## src/hdl/icc_pkg.sv

```systemverilog
// Purpose: shared constants and types for the input capture control block
// Assumes: 32-bit AXI4-Lite register bus, 16-bit timer counts
// Notes: offsets are byte addresses
package icc_pkg;
  localparam int ICC_TW = 16;
  localparam logic [11:0] ICC_OFF_CTRL = 12'h000;
  localparam logic [11:0] ICC_OFF_BUF = 12'h004;
  localparam logic [11:0] ICC_OFF_IST = 12'h008;
  localparam logic [11:0] ICC_OFF_IEN = 12'h00C;
  localparam logic [11:0] ICC_OFF_ICLR = 12'h010;
  localparam logic [11:0] ICC_OFF_PWR = 12'h014;
  localparam int ICC_B_SIDL = 13;
  localparam int ICC_B_TMR = 7;
  localparam int ICC_B_ICI = 5;
  localparam int ICC_B_OV = 4;
  localparam int ICC_B_BNE = 3;
  localparam int ICC_B_MODE = 0;
  localparam logic [15:0] ICC_CTRL_RST = 16'h0000;
  localparam logic [15:0] ICC_CTRL_WMASK = 16'h20E7;
  localparam logic [2:0] ICC_IST_RST = 3'h0;
  localparam int ICC_IS_CAP = 0;
  localparam int ICC_IS_OV = 1;
  localparam int ICC_IS_WAKE = 2;
  localparam logic [4:0] ICC_PRE4 = 5'h04;
  localparam logic [4:0] ICC_PRE16 = 5'h10;
  localparam int ICC_DEPTH = 4;
  localparam logic [1:0] ICC_RESP_OK = 2'h0;
  localparam logic [1:0] ICC_RESP_SLVERR = 2'h2;
  typedef enum logic [2:0] {
    ICC_M_OFF = 3'h0, ICC_M_BOTH = 3'h1, ICC_M_FALL = 3'h2, ICC_M_RISE = 3'h3,
    ICC_M_RISE4 = 3'h4, ICC_M_RISE16 = 3'h5, ICC_M_UNUSED = 3'h6, ICC_M_WAKE = 3'h7
  } icc_mode_t;
  typedef struct packed {
    logic idle_stop_select;
    logic timer_source_select;
    logic [1:0] captures_per_interrupt;
    icc_mode_t capture_mode_field;
  } icc_ctrl_t;
  typedef struct packed {
    logic [ICC_TW-1:0] second_timer_count;
    logic [ICC_TW-1:0] third_timer_count;
  } icc_timers_t;
endpackage : icc_pkg

```

## src/hdl/icc_fifo.sv

```systemverilog
// Purpose: capture value buffer, first in first out
// Assumes: a push into a full buffer is dropped unless a pop frees room
// Notes: pop and push in one cycle are allowed
`timescale 1ns/100ps
`default_nettype none
module icc_fifo #(
  parameter int WIDTH = 16,
  parameter int DEPTH = 4
) (
  input wire logic aclk, // clock
  input wire logic aresetn, // sync reset, low
  input wire logic push, // write strobe
  input wire logic [WIDTH-1:0] din, // write data
  input wire logic pop, // read strobe
  output logic [WIDTH-1:0] dout, // head entry
  output logic empty, // no entries
  output logic full // all entries used
);
  import icc_pkg::*;
  localparam int AW = $clog2(DEPTH);
  if (DEPTH < 2 || (DEPTH & (DEPTH - 1)) != 0) begin : g_depth_chk
    $error("icc_fifo: DEPTH must be power of 2");
  end
  logic [WIDTH-1:0] mem [DEPTH];
  logic [AW-1:0] wp_r, rp_r;
  logic [AW:0] cnt_r;
  logic do_pop, do_push;
  assign do_pop = pop && !empty;
  assign do_push = push && (!full || do_pop);
  assign empty = (cnt_r == '0);
  assign full = (cnt_r == (AW+1)'(DEPTH));
  assign dout = mem[rp_r];
  always_ff @(posedge aclk) begin
    if (do_push) begin
      mem[wp_r] <= din;
    end
  end
  always_ff @(posedge aclk) begin
    if (!aresetn) begin
      wp_r <= '0;
      rp_r <= '0;
      cnt_r <= '0;
    end else begin
      if (do_push) wp_r <= wp_r + 1'b1;
      if (do_pop) rp_r <= rp_r + 1'b1;
      cnt_r <= cnt_r + (AW+1)'(do_push) - (AW+1)'(do_pop);
    end
  end
endmodule : icc_fifo
`default_nettype wire

```

## src/hdl/icc_sync.sv

```systemverilog
// Purpose: three-stage synchroniser with agreement filter for the capture pin
// Assumes: pin is asynchronous to aclk
// Notes: output changes only when stages two and three agree
`timescale 1ns/100ps
`default_nettype none
module icc_sync (
  input wire logic aclk, // clock
  input wire logic aresetn, // sync reset, low
  input wire logic pin_raw, // raw pin
  output logic level // filtered level
);
  import icc_pkg::*;
  logic s1_r, s2_r, s3_r;
  always_ff @(posedge aclk) begin
    if (!aresetn) begin
      s1_r <= 1'b0;
      s2_r <= 1'b0;
      s3_r <= 1'b0;
      level <= 1'b0;
    end else begin
      s1_r <= pin_raw;
      s2_r <= s1_r;
      s3_r <= s2_r;
      if (s2_r == s3_r) begin
        level <= s3_r;
      end
    end
  end
endmodule : icc_sync
`default_nettype wire

```

## src/hdl/icc_top.sv

```systemverilog
// Purpose: one input capture channel with AXI4-Lite registers
// Assumes: timers and cpu power state come from outside on aclk
// Notes: capture buffer read pops the head entry
// Functional notes
// - idle-stop bit halts channel during idle
// - timer select one picks second timer
// - interrupt every first to fourth capture
// - read-only overflow status bit
// - read-only buffer not empty bit
// - status bits hardware cleared, reset zero
// - mode 111 wake on rising edge only
// - mode 110 behaves as disabled
// - mode 101 captures every sixteenth rise
// - mode 100 captures every fourth rise
// - mode 011 captures every rising edge
// - mode 010 captures every falling edge
// - mode 001 both edges, no decimation
// - mode 000 switches channel off
// - unimplemented control bits read zero
// - four-entry first-in first-out buffer
`timescale 1ns/100ps
`default_nettype none
module icc_top #(
  parameter int DEPTH = 4
) (
  input wire logic aclk, // clock 100 MHz
  input wire logic aresetn, // sync reset, low
  input wire logic capture_input_pin, // external capture pin
  input wire icc_pkg::icc_timers_t timers, // timer counts
  input wire logic cpu_idle, // cpu in idle
  input wire logic cpu_sleep, // cpu in sleep
  output logic irq, // interrupt level
  input wire logic [11:0] s_axi_awaddr, // write address
  input wire logic s_axi_awvalid, // write address valid
  output logic s_axi_awready, // write address ready
  input wire logic [31:0] s_axi_wdata, // write data
  input wire logic [3:0] s_axi_wstrb, // byte enables
  input wire logic s_axi_wvalid, // write data valid
  output logic s_axi_wready, // write data ready
  output logic [1:0] s_axi_bresp, // write response
  output logic s_axi_bvalid, // write response valid
  input wire logic s_axi_bready, // write response ready
  input wire logic [11:0] s_axi_araddr, // read address
  input wire logic s_axi_arvalid, // read address valid
  output logic s_axi_arready, // read address ready
  output logic [31:0] s_axi_rdata, // read data
  output logic [1:0] s_axi_rresp, // read response
  output logic s_axi_rvalid, // read data valid
  input wire logic s_axi_rready // read data ready
);
  import icc_pkg::*;
  // only a four-entry buffer matches the register layout
  if (DEPTH != ICC_DEPTH) begin : g_depth_chk
    $error("icc_top: buffer depth must be four");
  end

  icc_ctrl_t ctrl_r;
  logic ov_r;
  logic [2:0] ist_r, ien_r;
  logic [1:0] icnt_r;
  logic [4:0] pre_r;
  icc_mode_t mode_q_r;
  logic lvl, lvl_q_r;
  logic rise, fall, halted, active, mode_chg;
  logic cap_edge, cap_ev, wake_ev, irq_ev;
  logic [ICC_TW-1:0] cap_val, fifo_dout;
  logic fifo_empty, fifo_full, fifo_pop;

  // pin is asynchronous; filtered before any edge is detected
  icc_sync u_sync (
    .aclk(aclk),
    .aresetn(aresetn),
    .pin_raw(capture_input_pin),
    .level(lvl)
  );

  // reset value matches the idle-low pin, so no false edge follows reset
  always_ff @(posedge aclk) begin
    if (!aresetn) lvl_q_r <= 1'b0;
    else lvl_q_r <= lvl;
  end
  assign rise = lvl && !lvl_q_r;
  assign fall = !lvl && lvl_q_r;

  // sleep always halts capture; idle halts only with the stop bit
  assign halted = cpu_sleep || (cpu_idle && ctrl_r.idle_stop_select);
  assign active = !halted;
  assign mode_chg = (ctrl_r.capture_mode_field != mode_q_r);

  // terminal counts of the two prescaled modes
  logic pre4_last, pre16_last;
  assign pre4_last = (pre_r == ICC_PRE4 - 5'h01);
  assign pre16_last = (pre_r == ICC_PRE16 - 5'h01);

  // edge qualification per mode
  always_comb begin
    cap_edge = 1'b0;
    unique case (ctrl_r.capture_mode_field)
      ICC_M_OFF: cap_edge = 1'b0;
      ICC_M_BOTH: cap_edge = rise || fall;
      ICC_M_FALL: cap_edge = fall;
      ICC_M_RISE: cap_edge = rise;
      ICC_M_RISE4: cap_edge = rise && pre4_last;
      ICC_M_RISE16: cap_edge = rise && pre16_last;
      ICC_M_UNUSED: cap_edge = 1'b0;
      ICC_M_WAKE: cap_edge = 1'b0;
    endcase
  end
  // the cycle of a mode change ignores edges, so none counts in two modes
  assign cap_ev = cap_edge && active && !mode_chg;
  // wake works in sleep or idle, ignoring every other control bit
  assign wake_ev = (ctrl_r.capture_mode_field == ICC_M_WAKE) && rise
    && (cpu_sleep || cpu_idle);

  // prescaler; mode change restarts it so counting begins fresh
  always_ff @(posedge aclk) begin
    if (!aresetn) begin
      pre_r <= 5'h00;
      mode_q_r <= ICC_M_OFF;
    end else begin
      mode_q_r <= ctrl_r.capture_mode_field;
      if (mode_chg) begin
        pre_r <= 5'h00;
      end else if (rise && active) begin
        if (ctrl_r.capture_mode_field == ICC_M_RISE4) begin
          pre_r <= (pre_r >= ICC_PRE4 - 5'h01) ? 5'h00 : pre_r + 5'h01;
        end else if (ctrl_r.capture_mode_field == ICC_M_RISE16) begin
          pre_r <= (pre_r >= ICC_PRE16 - 5'h01) ? 5'h00 : pre_r + 5'h01;
        end
      end
    end
  end

  // timer chosen in the capture cycle itself, not latched earlier
  assign cap_val = ctrl_r.timer_source_select ? timers.second_timer_count
    : timers.third_timer_count;

  // a full buffer refuses the push unless a read frees room in that cycle
  icc_fifo #(
    .WIDTH(ICC_TW),
    .DEPTH(DEPTH)
  ) u_fifo (
    .aclk(aclk),
    .aresetn(aresetn),
    .push(cap_ev),
    .din(cap_val),
    .pop(fifo_pop),
    .dout(fifo_dout),
    .empty(fifo_empty),
    .full(fifo_full)
  );

  // overflow: a capture into a full buffer is dropped and flagged
  // cleared by hardware once the buffer drains empty
  // the oldest four values are kept; newer ones are lost
  always_ff @(posedge aclk) begin
    if (!aresetn) begin
      ov_r <= 1'b0;
    end else if (cap_ev && fifo_full && !fifo_pop) begin
      ov_r <= 1'b1;
    end else if (fifo_empty) begin
      ov_r <= 1'b0;
    end
  end

  // capture decimation counter
  // both-edge mode interrupts on every capture whatever the field holds
  always_ff @(posedge aclk) begin
    if (!aresetn || mode_chg) begin
      icnt_r <= 2'h0;
    end else if (cap_ev) begin
      if (ctrl_r.capture_mode_field == ICC_M_BOTH
          || icnt_r >= ctrl_r.captures_per_interrupt) begin
        icnt_r <= 2'h0;
      end else begin
        icnt_r <= icnt_r + 2'h1;
      end
    end
  end
  assign irq_ev = cap_ev && (ctrl_r.capture_mode_field == ICC_M_BOTH
    || icnt_r >= ctrl_r.captures_per_interrupt);

  // AXI4-Lite write path: address and data taken in either order
  logic aw_hold_r, w_hold_r;
  logic [11:0] awaddr_r;
  logic [31:0] wdata_r;
  logic [3:0] wstrb_r;
  logic wr_go;
  logic [2:0] iclr;
  logic [11:0] wa;
  logic [31:0] wd;
  logic [3:0] ws;
  assign s_axi_awready = !aw_hold_r && !s_axi_bvalid;
  assign s_axi_wready = !w_hold_r && !s_axi_bvalid;
  assign wa = aw_hold_r ? awaddr_r : s_axi_awaddr;
  assign wd = w_hold_r ? wdata_r : s_axi_wdata;
  assign ws = w_hold_r ? wstrb_r : s_axi_wstrb;
  assign wr_go = (aw_hold_r || (s_axi_awvalid && s_axi_awready))
    && (w_hold_r || (s_axi_wvalid && s_axi_wready));
  assign iclr = (wr_go && wa == ICC_OFF_ICLR && ws[0]) ? wd[2:0] : 3'h0;

  // unmapped words answer with an error response
  logic wr_hit;
  always_comb begin
    unique case (wa)
      ICC_OFF_CTRL, ICC_OFF_BUF, ICC_OFF_IST,
      ICC_OFF_IEN, ICC_OFF_ICLR, ICC_OFF_PWR: wr_hit = 1'b1;
      default: wr_hit = 1'b0;
    endcase
  end

  // address channel holding stage
  always_ff @(posedge aclk) begin
    if (!aresetn) begin
      aw_hold_r <= 1'b0;
      awaddr_r <= 12'h000;
    end else if (wr_go) begin
      aw_hold_r <= 1'b0;
    end else if (s_axi_awvalid && s_axi_awready) begin
      aw_hold_r <= 1'b1;
      awaddr_r <= s_axi_awaddr;
    end
  end

  // data channel holding stage
  always_ff @(posedge aclk) begin
    if (!aresetn) begin
      w_hold_r <= 1'b0;
      wdata_r <= 32'h0000_0000;
      wstrb_r <= 4'h0;
    end else if (wr_go) begin
      w_hold_r <= 1'b0;
    end else if (s_axi_wvalid && s_axi_wready) begin
      w_hold_r <= 1'b1;
      wdata_r <= s_axi_wdata;
      wstrb_r <= s_axi_wstrb;
    end
  end

  // write response; bvalid blocks new requests until it is taken
  always_ff @(posedge aclk) begin
    if (!aresetn) begin
      s_axi_bvalid <= 1'b0;
      s_axi_bresp <= ICC_RESP_OK;
    end else if (wr_go) begin
      s_axi_bvalid <= 1'b1;
      s_axi_bresp <= wr_hit ? ICC_RESP_OK : ICC_RESP_SLVERR;
    end else if (s_axi_bvalid && s_axi_bready) begin
      s_axi_bvalid <= 1'b0;
    end
  end

  // control register: only implemented bits are writable
  // status bits of this word are hardware owned and ignore writes
  always_ff @(posedge aclk) begin
    if (!aresetn) begin
      ctrl_r <= '0;
    end else if (wr_go && wa == ICC_OFF_CTRL) begin
      if (ws[1]) ctrl_r.idle_stop_select <= wd[ICC_B_SIDL];
      if (ws[0]) begin
        ctrl_r.timer_source_select <= wd[ICC_B_TMR];
        ctrl_r.captures_per_interrupt <= wd[ICC_B_ICI +: 2];
        ctrl_r.capture_mode_field <= icc_mode_t'(wd[ICC_B_MODE +: 3]);
      end
    end
  end

  // enable register, same layout as the status word
  always_ff @(posedge aclk) begin
    if (!aresetn) begin
      ien_r <= ICC_IST_RST;
    end else if (wr_go && wa == ICC_OFF_IEN && ws[0]) begin
      ien_r <= wd[2:0];
    end
  end

  // sticky events, one flop per bit; a new event wins over a clear in the same cycle
  logic [2:0] ev;
  assign ev = {wake_ev, cap_ev && fifo_full && !fifo_pop, irq_ev};
  for (genvar i = 0; i < 3; i++) begin : g_ist
    always_ff @(posedge aclk) begin
      if (!aresetn) begin
        ist_r[i] <= ICC_IST_RST[i];
      end else if (ev[i]) begin
        ist_r[i] <= 1'b1;
      end else if (iclr[i]) begin
        ist_r[i] <= 1'b0;
      end
    end
  end
  // level interrupt; stays up until software clears the status bit or its enable bit
  assign irq = |(ist_r & ien_r);

  // read path
  // one read under way at a time; arready waits until the answer is taken
  logic rd_take;
  logic [31:0] rd_val;
  logic [15:0] ctrl_view;
  assign s_axi_arready = !s_axi_rvalid;
  assign rd_take = s_axi_arvalid && s_axi_arready;
  logic rd_hit;
  always_comb begin
    unique case (s_axi_araddr)
      ICC_OFF_CTRL, ICC_OFF_BUF, ICC_OFF_IST,
      ICC_OFF_IEN, ICC_OFF_ICLR, ICC_OFF_PWR: rd_hit = 1'b1;
      default: rd_hit = 1'b0;
    endcase
  end
  // control view assembled bit by bit; unlisted bits stay zero
  always_comb begin
    ctrl_view = 16'h0000;
    ctrl_view[ICC_B_SIDL] = ctrl_r.idle_stop_select;
    ctrl_view[ICC_B_TMR] = ctrl_r.timer_source_select;
    ctrl_view[ICC_B_ICI +: 2] = ctrl_r.captures_per_interrupt;
    ctrl_view[ICC_B_OV] = ov_r;
    ctrl_view[ICC_B_BNE] = !fifo_empty;
    ctrl_view[ICC_B_MODE +: 3] = ctrl_r.capture_mode_field;
  end
  always_comb begin
    rd_val = 32'h0000_0000;
    unique case (s_axi_araddr)
      ICC_OFF_CTRL: rd_val = {16'h0000, ctrl_view};
      // head entry as it stands before the pop
      ICC_OFF_BUF: rd_val = {16'h0000, fifo_dout};
      ICC_OFF_IST: rd_val = {29'h0, ist_r};
      ICC_OFF_IEN: rd_val = {29'h0, ien_r};
      // lets software see the cpu state the channel reacts to
      ICC_OFF_PWR: rd_val = {30'h0, cpu_sleep, cpu_idle};
      default: rd_val = 32'h0000_0000;
    endcase
  end
  // reading the buffer pops it; empty reads return the stale head
  assign fifo_pop = rd_take && s_axi_araddr == ICC_OFF_BUF;

  always_ff @(posedge aclk) begin
    if (!aresetn) begin
      s_axi_rvalid <= 1'b0;
      s_axi_rdata <= 32'h0000_0000;
      s_axi_rresp <= ICC_RESP_OK;
    end else if (rd_take) begin
      s_axi_rvalid <= 1'b1;
      s_axi_rdata <= rd_val;
      s_axi_rresp <= rd_hit ? ICC_RESP_OK : ICC_RESP_SLVERR;
    end else if (s_axi_rready) begin
      s_axi_rvalid <= 1'b0;
    end
  end
endmodule : icc_top
`default_nettype wire
```

## config.mk

```make
export PLATFORM = sky130hd
export DESIGN_NAME = icc_top
export DESIGN_NICKNAME = d
export VERILOG_FILES = /design/src/hdl/icc_pkg.sv /design/src/hdl/icc_fifo.sv /design/src/hdl/icc_sync.sv /design/src/hdl/icc_top.sv
export SDC_FILE = /design/constraint.sdc
export NUM_CORES = 1
export LEC_CHECK = 0
export BUFFER_PORTS_ARGS = -buffer_cell sky130_fd_sc_hd__buf_2
export CAP_MARGIN = 20
export CORE_ASPECT_RATIO = 0.9
export CORE_MARGIN = 3
export CORE_UTILIZATION = 30
export CTS_CLUSTER_DIAMETER = 40
export DETAILED_ROUTE_END_ITERATION = 12
export PLACE_DENSITY = 0.51
export SETUP_SLACK_MARGIN = 0.2
export SLEW_MARGIN = 20
export SYNTH_ARGS = -nofsm -noshare
export SYNTH_HDL_FRONTEND = slang
export SYNTH_SLANG_ARGS = --single-unit
export TNS_END_PERCENT = 1
```

## constraint.sdc

```tcl
create_clock -name aclk -period 3.75 [get_ports aclk]
set_input_delay 0.5625 -clock aclk [delete_from_list [all_inputs] [get_ports aclk]]
set_output_delay 0.5625 -clock aclk [all_outputs]
set_load 0.02 [all_outputs]
```

==> PnR_summary.wiki, run 1 <==
{| class="wikitable"
! Metric !! Value
|-
| Unrepaired setup endpoints after global routing || false
|-
| Final critical delay including setup and external delays || roughly 3.2 ns
|-
| Count of flip-flops with a built-in enable after synthesis || 64
|-
| Die X || roughly 160 um
|-
| Largest net degree at the start of global routing || 54
|-
| Slew @ Worst Pin || between 1 and 1.5 ns
|-
| Effective utilization at floorplan || 30.7%
|-
| Final worst hold slack || 0.330 ns
|-
| Arithmetic-cell share of the synthesized area counting full adders, half adders and majority gates || around 2.6%
|-
| Final net count || 762
|-
| Yosys synthesis warning count || 0
|-
| Hold buffer count at cts || 0
|-
| Main combinational cell family by area after synthesis || multiplexers
|-
| First-pass GRT wire length || ~24 mm
|-
| Number of distinct standard cells referenced by the synthesized netlist || 53
|-
| Switch share || 23.0%
|-
| Count of pins on the block boundary || roughly 140
|-
| Portion of the post-synthesis area used by sequential elements || a little under three fifths
|-
| Startpoint Class || flip-flop
|-
| Clock Skews || 0.0101 ns
|-
| Antenna viol nets, final || 0
|-
| Setup violation total in the final timing report || 0
|-
| Mean number of vias per cell || 4.69
|-
| Post-CTS setup-driven buffer insertion count || 0
|-
| Final Cycle Share || a little over four fifths
|-
| Overall Global Routing Usage || around an eighth
|-
| Upper clock frequency limit || about 320 MHz
|-
| CP endpoint kind || flip-flop
|-
| Share of power burned in registers || ~47%
|-
| Multiplexer area fraction after synthesis || ~16%
|-
| First-pass iteration count of the detailed router || 4
|-
| Final critical-path setup slack || 0.580 ns
|-
| Drt total wl || between 10 and 15 mm
|-
| Part of the total power dissipated in the clock network || between 40% and 50%
|-
| Antenna violations before repair || 0
|-
| XOR/XNOR share of the synthesized area || less than 1%
|-
| GR Overflow Total || 0
|-
| Sum of net half-perimeters after detailed placement || about 11 mm
|-
| Clock Tree Root || sky130_fd_sc_hd__clkbuf_16
|-
| Combinational share of power || ~6.5%
|-
| Count of vias placed by the detailed router || ~4400
|-
| Result of the run || complete, no violations
|-
| Worst Setup Slack post-DPL || 0.402 ns
|-
| Clk pin slew, worst setup/hold paths || 0.06 ns
|-
| Flip-flop and latch count after synthesis || approximately 150
|-
| Final weighted congestion of routability-driven global placement || roughly 0.72
|-
| Core ar. || between 20000 and 25000 um2
|-
| Worst IR Drop VDD || 0.305 mV
|-
| Leakage power total || 0.00300 uW
|-
| Max-slew violation count || 0
|-
| Compound-cell area share of the yosys netlist || 7.66%
|-
| Area of the mapped netlist || approximately 6400 um2
|-
| Total clock buffers created by CTS || 17
|-
| Critical setup path kind || reg2reg
|-
| Worst hold path type || in2reg
|-
| Cells after Synth || roughly 550
|-
| DRC errors left || 0
|-
| Net load switching power || between 800 and 900 uW
|-
| Cell-internal power || between 2000 and 3000 uW
|-
| Via count of the first global-routing pass || between 4000 and 5000
|-
| Simple-gate share of the synthesized area || about an eighth
|-
| Data arrival at the endpoint of the critical path || ~3.4 ns
|-
| Maximum Capacitance Violations || 0
|-
| Area growth from synthesis to layout || 20.4%
|-
| Final hold violation count || 0
|-
| Slew Limit Headroom || between 30% and 40%
|-
| Starting DRC count in detailed routing || ~180
|-
| Quantity of gates resized following cts || 0
|-
| Average footprint of a synthesized cell || 11.7 um2
|-
| Number of port buffers || ~100
|-
| H-tree depth reported by CTS || 4
|-
| Most instantiated flip-flop cell in the synthesis netlist || sky130_fd_sc_hd__dfxtp_1
|-
| Max Root-Sink Buffers || 2
|-
| Clock tree from TritonCTS || yes
|-
| TNS Setup || 0 ns
|-
| Data required time of the critical path || 4.01 ns
|-
| Share of synthesized flip-flops with an asynchronous set or reset || 0%
|-
| ANT cells || 0
|-
| Crit-path max FO || 7
|-
| Average detailed-routed wire length per instance || 15.6 um
|-
| Clock net sink count || approximately 150
|-
| Share of layout cells above drive strength 1 || roughly 28%
|-
| Power density cells || around 460 nW/um2
|-
| Overall die height || 145 um
|-
| Worst-skew pair later-pin latency || around 0.42 ns
|-
| Num rows || 50
|-
| Die Outline Area || approximately 23000 um2
|}
power groups by stage:
stage	logic (uW)	registers [uW]	clock network (uW)
6_report	231	1690	1650
5_1_grt	257	1700	1750
4_1_cts	233	1690	1690
3_5_place_dp	231	1730	0
3_3_place_gp	226	1730	0
2_1_floorplan	159	1720	0
cells in the final DEF (no fill, tap or decap), types with 7 or more instances in the layout:
cell type,instances
sky130_fd_sc_hd__mux2i_1,41
sky130_fd_sc_hd__inv_1,21
sky130_fd_sc_hd__a22oi_1,10
sky130_fd_sc_hd__nor3_1,13
sky130_fd_sc_hd__nand2b_1,7
sky130_fd_sc_hd__clkbuf_16,17
sky130_fd_sc_hd__buf_2,98
sky130_fd_sc_hd__nand2_1,32
sky130_fd_sc_hd__a21oi_1,23
sky130_fd_sc_hd__ha_1,12
sky130_fd_sc_hd__mux4_2,16
sky130_fd_sc_hd__nand3_1,14
sky130_fd_sc_hd__nor2_1,58
sky130_fd_sc_hd__conb_1,18
sky130_fd_sc_hd__edfxtp_1,64
sky130_fd_sc_hd__mux2_2,24
sky130_fd_sc_hd__and2_1,12
sky130_fd_sc_hd__a31oi_1,7
sky130_fd_sc_hd__buf_4,10
sky130_fd_sc_hd__o21ai_0,11
sky130_fd_sc_hd__dfxtp_1,81
cells by family (layout without fill, tap and decap cells):
kind of cell / after synthesis / after routing
XOR/XNOR: 5 / 5
other: 1 / 18
AND/OR/NAND/NOR: 165 / 165
flip-flops: 145 / 145
buffers and inverters: 67 / 162
multiplexers: 81 / 81
AO/OA/AOI/OAI: 71 / 71
adder cells (fa/ha/maj): 13 / 13
worst max-delay path, stage by stage, from the launching register on:
cell and delay, ns:
sky130_fd_sc_hd__dfxtp_1 0.38, sky130_fd_sc_hd__ha_1 0.26, sky130_fd_sc_hd__or4b_1 0.49, sky130_fd_sc_hd__a221oi_2 0.29, sky130_fd_sc_hd__o2111ai_2 0.20, sky130_fd_sc_hd__a31oi_2 0.40
sky130_fd_sc_hd__ha_1 0.22, sky130_fd_sc_hd__inv_1 0.05, sky130_fd_sc_hd__fa_1 0.37, sky130_fd_sc_hd__xor2_1 0.18, sky130_fd_sc_hd__xnor2_1 0.14, sky130_fd_sc_hd__nor2_1 0.06
Yosys cell counts, types with 3 or more instances:
| cell type | instances | share of area (%) |
|---|---|---|
| sky130_fd_sc_hd__dfxtp_1 | 81 | 25 |
| sky130_fd_sc_hd__edfxtp_1 | 64 | 30 |
| sky130_fd_sc_hd__nor2_1 | 58 | 3.4 |
| sky130_fd_sc_hd__mux2i_1 | 41 | 6.4 |
| sky130_fd_sc_hd__nand2_1 | 32 | 1.9 |
| sky130_fd_sc_hd__mux2_2 | 24 | 4.2 |
| sky130_fd_sc_hd__a21oi_1 | 23 | 1.8 |
| sky130_fd_sc_hd__buf_4 | 21 | 2.4 |
| sky130_fd_sc_hd__inv_1 | 21 | 1.2 |
| sky130_fd_sc_hd__clkbuf_1 | 17 | 0.99 |
| sky130_fd_sc_hd__mux4_2 | 16 | 5.6 |
| sky130_fd_sc_hd__nand3_1 | 14 | 1.1 |
| sky130_fd_sc_hd__nor3_1 | 13 | 1.0 |
| sky130_fd_sc_hd__and2_1 | 12 | 1.2 |
| sky130_fd_sc_hd__ha_1 | 12 | 2.3 |
| sky130_fd_sc_hd__o21ai_0 | 11 | 0.85 |
| sky130_fd_sc_hd__a22oi_1 | 10 | 1.2 |
| sky130_fd_sc_hd__a31oi_1 | 7 | 0.68 |
| sky130_fd_sc_hd__nand2b_1 | 7 | 0.68 |
| sky130_fd_sc_hd__nor4_1 | 6 | 0.58 |
| sky130_fd_sc_hd__buf_2 | 5 | 0.39 |
| sky130_fd_sc_hd__nand3b_1 | 5 | 0.58 |
| sky130_fd_sc_hd__nor3b_1 | 4 | 0.47 |
| sky130_fd_sc_hd__xor2_1 | 4 | 0.54 |
| sky130_fd_sc_hd__and3_1 | 3 | 0.29 |
final timing paths:
| check | start | endpoint | slack [ns] | cells after the start |
|---|---|---|---|---|
| setup / recovery | pre_r[0]$_SDFFE_PP0P_ | u_fifo.cnt_r[2]$_SDFF_PN0_ | 0.58 | 11 |
| hold reg to reg | u_sync.s1_r$_SDFF_PN0_ | u_sync.s2_r$_SDFF_PN0_ | 0.45 | 1 |
| setup reg to reg | pre_r[0]$_SDFFE_PP0P_ | u_fifo.cnt_r[2]$_SDFF_PN0_ | 0.58 | 11 |
| hold / removal | s_axi_rready | s_axi_rvalid$_SDFFE_PN0P_ | 0.33 | 2 |
metrics by stage:
step,instances,power (uW),utilization [%],cell area [um2]
CTS,946,3610,37.0,7750
detailed placement,914,1960,34.3,7180
finish,946,3570,37.0,7750
floorplan,565,1880,-,6500
global placement,914,1950,34.3,7180
global route,946,3710,37.0,7750
state kept, by name, indices dropped and copies added (netlist names), 2 cells and up, named ones only:
signal / count
icnt_r: 2
u_fifo.cnt_r: 3
u_fifo.rp_r: 2
u_fifo.wp_r: 2
pre_r: 5
u_fifo.mem: 64
ctrl_r: 7
ist_r: 3
wdata_r: 7
ien_r: 3
wstrb_r: 2
s_axi_rdata: 16
awaddr_r: 12
mode_q_r: 3
routing by layer:
metal / vias to the layer above / routed length (um) / GRT usage (%)
met5: - / 0 / 0
met4: 0 / 274 / 4.99
li1: 2163 / - / -
met2: 101 / 7250 / 22.8
met1: 2154 / 6660 / 16.0
met3: 19 / 604 / 3.23
final cells by class:
type	count	area, um2
fill	2048	13200
sequential	145	3540
multi-input combinational	353	2630
timing repair buffer	108	566
clock buffer	20	437
tap	286	358
clock inverter	12	136
inverter	22	82.6
(Power assumes the default switching activity.)
==> run 2: changes to the inputs <==
- ABC_AREA: unset -> 1
- clock period: 3.75 -> 3.1 ns (I/O delays scaled with it)
==> PnR_summary.wiki, run 2 <==
{| class="wikitable"
! Metric !! Value
|-
| Result of the run || complete, no violations
|-
| Worst IR Drop VDD || 0.349 mV (+14%)
|-
| Max Root-Sink Buffers || 2 (unchanged)
|-
| Most common cell in the netlist || sky130_fd_sc_hd__nand2_1
|-
| CP endpoint kind || flip-flop
|-
| Leading cell types in the layout, fill and taps excluded || 187 x sky130_fd_sc_hd__nand2_1, 128 x sky130_fd_sc_hd__nor2_1, 98 x sky130_fd_sc_hd__buf_2
|-
| Mean number of vias per cell || 4.41 (-5.9%)
|-
| Worst hold path type || in2reg
|-
| Post-synth top cells || 187 x sky130_fd_sc_hd__nand2_1, 128 x sky130_fd_sc_hd__nor2_1, 82 x sky130_fd_sc_hd__inv_1, 81 x sky130_fd_sc_hd__dfxtp_1, 65 x sky130_fd_sc_hd__o21ai_0
|-
| Final critical-path setup slack || 0.518 ns (-0.0621 ns)
|-
| Quantity of gates resized following cts || 0 (unchanged)
|-
| Count of pins on the block boundary || 144 (unchanged)
|-
| Average footprint of a synthesized cell || 8.14 um2 (-31%)
|-
| Share of synthesized flip-flops with an asynchronous set or reset || 0% (unchanged)
|-
| Final critical delay including setup and external delays || 2.58 ns (-0.588 ns)
|-
| Worst R2R Path Depth || 16 (+5)
|-
| Combined area of the multi-input logic cells || 2730 um2 (+3.8%)
|-
| Cells after Synth || 836 (+53%)
|-
| Flip-flop and latch count after synthesis || 145 (unchanged)
|-
| GR Overflow Total || 0 (unchanged)
|-
| H-tree depth reported by CTS || 4 (unchanged)
|-
| Critical setup path kind || reg2reg
|-
| Registers with the most flip-flops || u_fifo.mem: 64 flops, s_axi_rdata: 16 flops, awaddr_r: 12 flops
|-
| DR WL met2 || 7.43 mm (+2.6%)
|-
| Slew Limit Headroom || 58.9% (+26 points)
|-
| Clock Skews || 0.0137 ns (+0.00361 ns)
|-
| Leakage power total || 0.00361 uW (+20%)
|-
| Data required time of the critical path || 3.45 ns (-0.56 ns)
|-
| Crit-path max FO || 5 (-2)
|-
| Max-slew violation count || 0 (unchanged)
|-
| Sum of net half-perimeters after detailed placement || 11.7 mm (+11%)
|-
| Die X || 165 um (+2.7%)
|-
| Worst-skew pair later-pin latency || 0.43 ns (about the same)
|-
| Setup violation total in the final timing report || 0 (unchanged)
|-
| Upper clock frequency limit || 387 MHz (+23%)
|-
| Flip-flop count of the largest register after layout || 64 (unchanged)
|-
| Post-CTS setup-driven buffer insertion count || 0 (unchanged)
|-
| Unrepaired setup endpoints after global routing || false
|-
| Portion of synthesized cell area occupied by the leading cell type || 28.2% (-1.6 points)
|-
| First-pass GRT wire length || 26.5 mm (+8.8%)
|-
| Area of the mapped netlist || 6810 um2 (+5.7%)
|-
| Clock net sink count || 145 (unchanged)
|-
| First-pass iteration count of the detailed router || 5 (+1)
|-
| Final Cycle Share || 83.3% (-1.2 points)
|-
| Clock tree from TritonCTS || yes
|-
| Yosys synthesis warning count || 0 (unchanged)
|-
| Die Outline Area || 24500 um2 (+5.5%)
|-
| Largest area contributor in the synthesized netlist || sky130_fd_sc_hd__edfxtp_1
|-
| Core ar. || 22000 um2 (+4.7%)
|-
| Starting DRC count in detailed routing || 303 (+66%)
|-
| Largest net degree at the start of global routing || 58 (+7.4%)
|-
| Antenna viol nets, final || 0 (unchanged)
|-
| Maximum Capacitance Violations || 0 (unchanged)
|-
| Post-route met1 wirelength || 8.44 mm (+27%)
|-
| ANT cells || 0 (unchanged)
|-
| Final net count || 1055 (+38%)
|-
| Fillcell total || 2294 (+12%)
|-
| Met3 wirelength from detailed routing || 826 um (+37%)
|-
| Startpoint Class || flip-flop
|-
| Share of layout cells above drive strength 1 || 18.3% (-10 points)
|-
| Area growth from synthesis to layout || 19.7%
|-
| Num rows || 51 (+2.0%)
|-
| Final hold violation count || 0 (unchanged)
|-
| Total clock buffers created by CTS || 17 (unchanged)
|-
| Overall Global Routing Usage || 13.9% (+0.63 points)
|-
| Register area || 3540 um2 (unchanged)
|-
| Portion of the post-synthesis area used by sequential elements || 52.1% (-3.0 points)
|-
| Power density cells || 537 nW/um2 (+17%)
|-
| Most instantiated flip-flop cell in the synthesis netlist || sky130_fd_sc_hd__dfxtp_1
|-
| Overall die height || 149 um (+2.7%)
|-
| Antenna violations before repair || 0 (unchanged)
|-
| Clock Tree Root || sky130_fd_sc_hd__clkbuf_16
|-
| Via count of the first global-routing pass || 5115 (+6.9%)
|-
| Number of stages on the worst hold path || 3 (+1)
|-
| Most common library cell in the layout ignoring fill and taps || sky130_fd_sc_hd__nand2_1
|-
| DRC errors left || 0 (unchanged)
|-
| Clk pin slew, worst setup/hold paths || 0.06 ns (about the same)
|-
| Average detailed-routed wire length per instance || 13.5 um (-14%)
|-
| Top layer reached by signal wires || met4
|-
| Number of port buffers || 98 (unchanged)
|-
| Count of vias placed by the detailed router || 5489 (+24%)
|-
| Number of distinct standard cells referenced by the synthesized netlist || 37 (-30%)
|-
| Slew @ Worst Pin || 0.616 ns (-0.395 ns)
|-
| Effective utilization at floorplan || 31.0% (+0.29 points)
|-
| Ranking of synthesized cells by area || sky130_fd_sc_hd__edfxtp_1 28%, sky130_fd_sc_hd__dfxtp_1 24%, sky130_fd_sc_hd__nand2_1 10%
|-
| TNS Setup || 0 ns (unchanged)
|-
| Drt total wl || 16.8 mm (+14%)
|-
| Hold buffer count at cts || 0 (unchanged)
|-
| Count of flip-flops with a built-in enable after synthesis || 64 (unchanged)
|-
| Worst Setup Slack post-DPL || 0.528 ns (+0.126 ns)
|-
| Final weighted congestion of routability-driven global placement || 0.781 (+8.2%)
|-
| Register containing the most flip-flops in the final layout || u_fifo.mem
|-
| Data arrival at the endpoint of the critical path || 2.93 ns (-0.50 ns)
|}
[run 2: cell types whose count changed after synthesis, moves of 39 or more]
cell,before,now
sky130_fd_sc_hd__inv_1,21,82
sky130_fd_sc_hd__mux2i_1,41,0
sky130_fd_sc_hd__nand2_1,32,187
sky130_fd_sc_hd__nand3_1,14,53
sky130_fd_sc_hd__nor2_1,58,128
sky130_fd_sc_hd__o21ai_0,11,65
[run 2: logic make-up after synthesis]
group                      Yosys count  synth area share (%)
AOI/OAI and AO/OA                  130                  10.1
buffers and inverters              135                  8.81
xor gates and xnor gates             6                 0.772
and+or+nand+nor                    406                  25.7
adders and majority gates           13                  2.50
DFF                                145                  52.1
other                                1                0.0551
[run 2: where the power goes]
part	switching (uW)	internal (uW)	total [uW]	leakage [uW]
registers	25.8	2030	2060	0.00123
clock network	821	1190	2010	0.000279
logic	206	104	309	0.00209
total	1050	3320	4370	0.00361
[run 2: layer usage]
metal,vias to the layer above,global-route usage [%]
met5,-,0
met4,0,3.77
met3,7,3.41
met2,121,21.6
met1,2470,19.3
li1,2891,-
[run 2: critical path: stages, from the launching register on]
cell                      delay, ns
sky130_fd_sc_hd__dfxtp_1       0.41
sky130_fd_sc_hd__ha_1          0.24
sky130_fd_sc_hd__nand2_1       0.09
sky130_fd_sc_hd__nor2_1        0.10
sky130_fd_sc_hd__ha_1          0.18
sky130_fd_sc_hd__nor2_1        0.05
sky130_fd_sc_hd__nor2_1        0.09
sky130_fd_sc_hd__nand2_1       0.06
sky130_fd_sc_hd__nand2_1       0.13
sky130_fd_sc_hd__nand2_2       0.12
sky130_fd_sc_hd__nor2_4        0.18
sky130_fd_sc_hd__ha_1          0.16
sky130_fd_sc_hd__inv_1         0.05
sky130_fd_sc_hd__fa_1          0.35
sky130_fd_sc_hd__inv_1         0.07
sky130_fd_sc_hd__o21ai_0       0.08
sky130_fd_sc_hd__a21oi_1       0.14
[run 2: stage by stage]
step / area (um2) / hold slack, ns / total power (uW) / std cells / util, %
final: 8140 / 0.229 / 4370 / 1244 / 37.1
after detailed placement: 7570 / 0.412 / 2410 / 1212 / 34.5
after global placement: 7570 / 0.403 / 2410 / 1212 / 34.5
after CTS: 8140 / 0.210 / 4420 / 1244 / 37.1
after floorplan: 6870 / 0.390 / 2310 / 853 / -
after global routing: 8140 / 0.234 / 4540 / 1244 / 37.1
[run 2: area by class of cell]
type	count	area share (%)
sequential	145	43.5
multi-input combinational	573	33.5
timing repair buffer	112	7.31
clock buffer	19	5.32
tap	291	4.47
inverter	91	4.19
clock inverter	13	1.71
[run 2: final timing paths]
path / startpoint / end / slack (ns)
hold / removal: capture_input_pin / u_sync.s1_r$_SDFF_PN0_ / 0.23
hold reg to reg: u_sync.s1_r$_SDFF_PN0_ / u_sync.s2_r$_SDFF_PN0_ / 0.42
setup / recovery: pre_r[1]$_SDFFE_PP0P_ / u_fifo.cnt_r[2]$_SDFF_PN0_ / 0.52
setup reg to reg: pre_r[1]$_SDFFE_PP0P_ / u_fifo.cnt_r[2]$_SDFF_PN0_ / 0.52
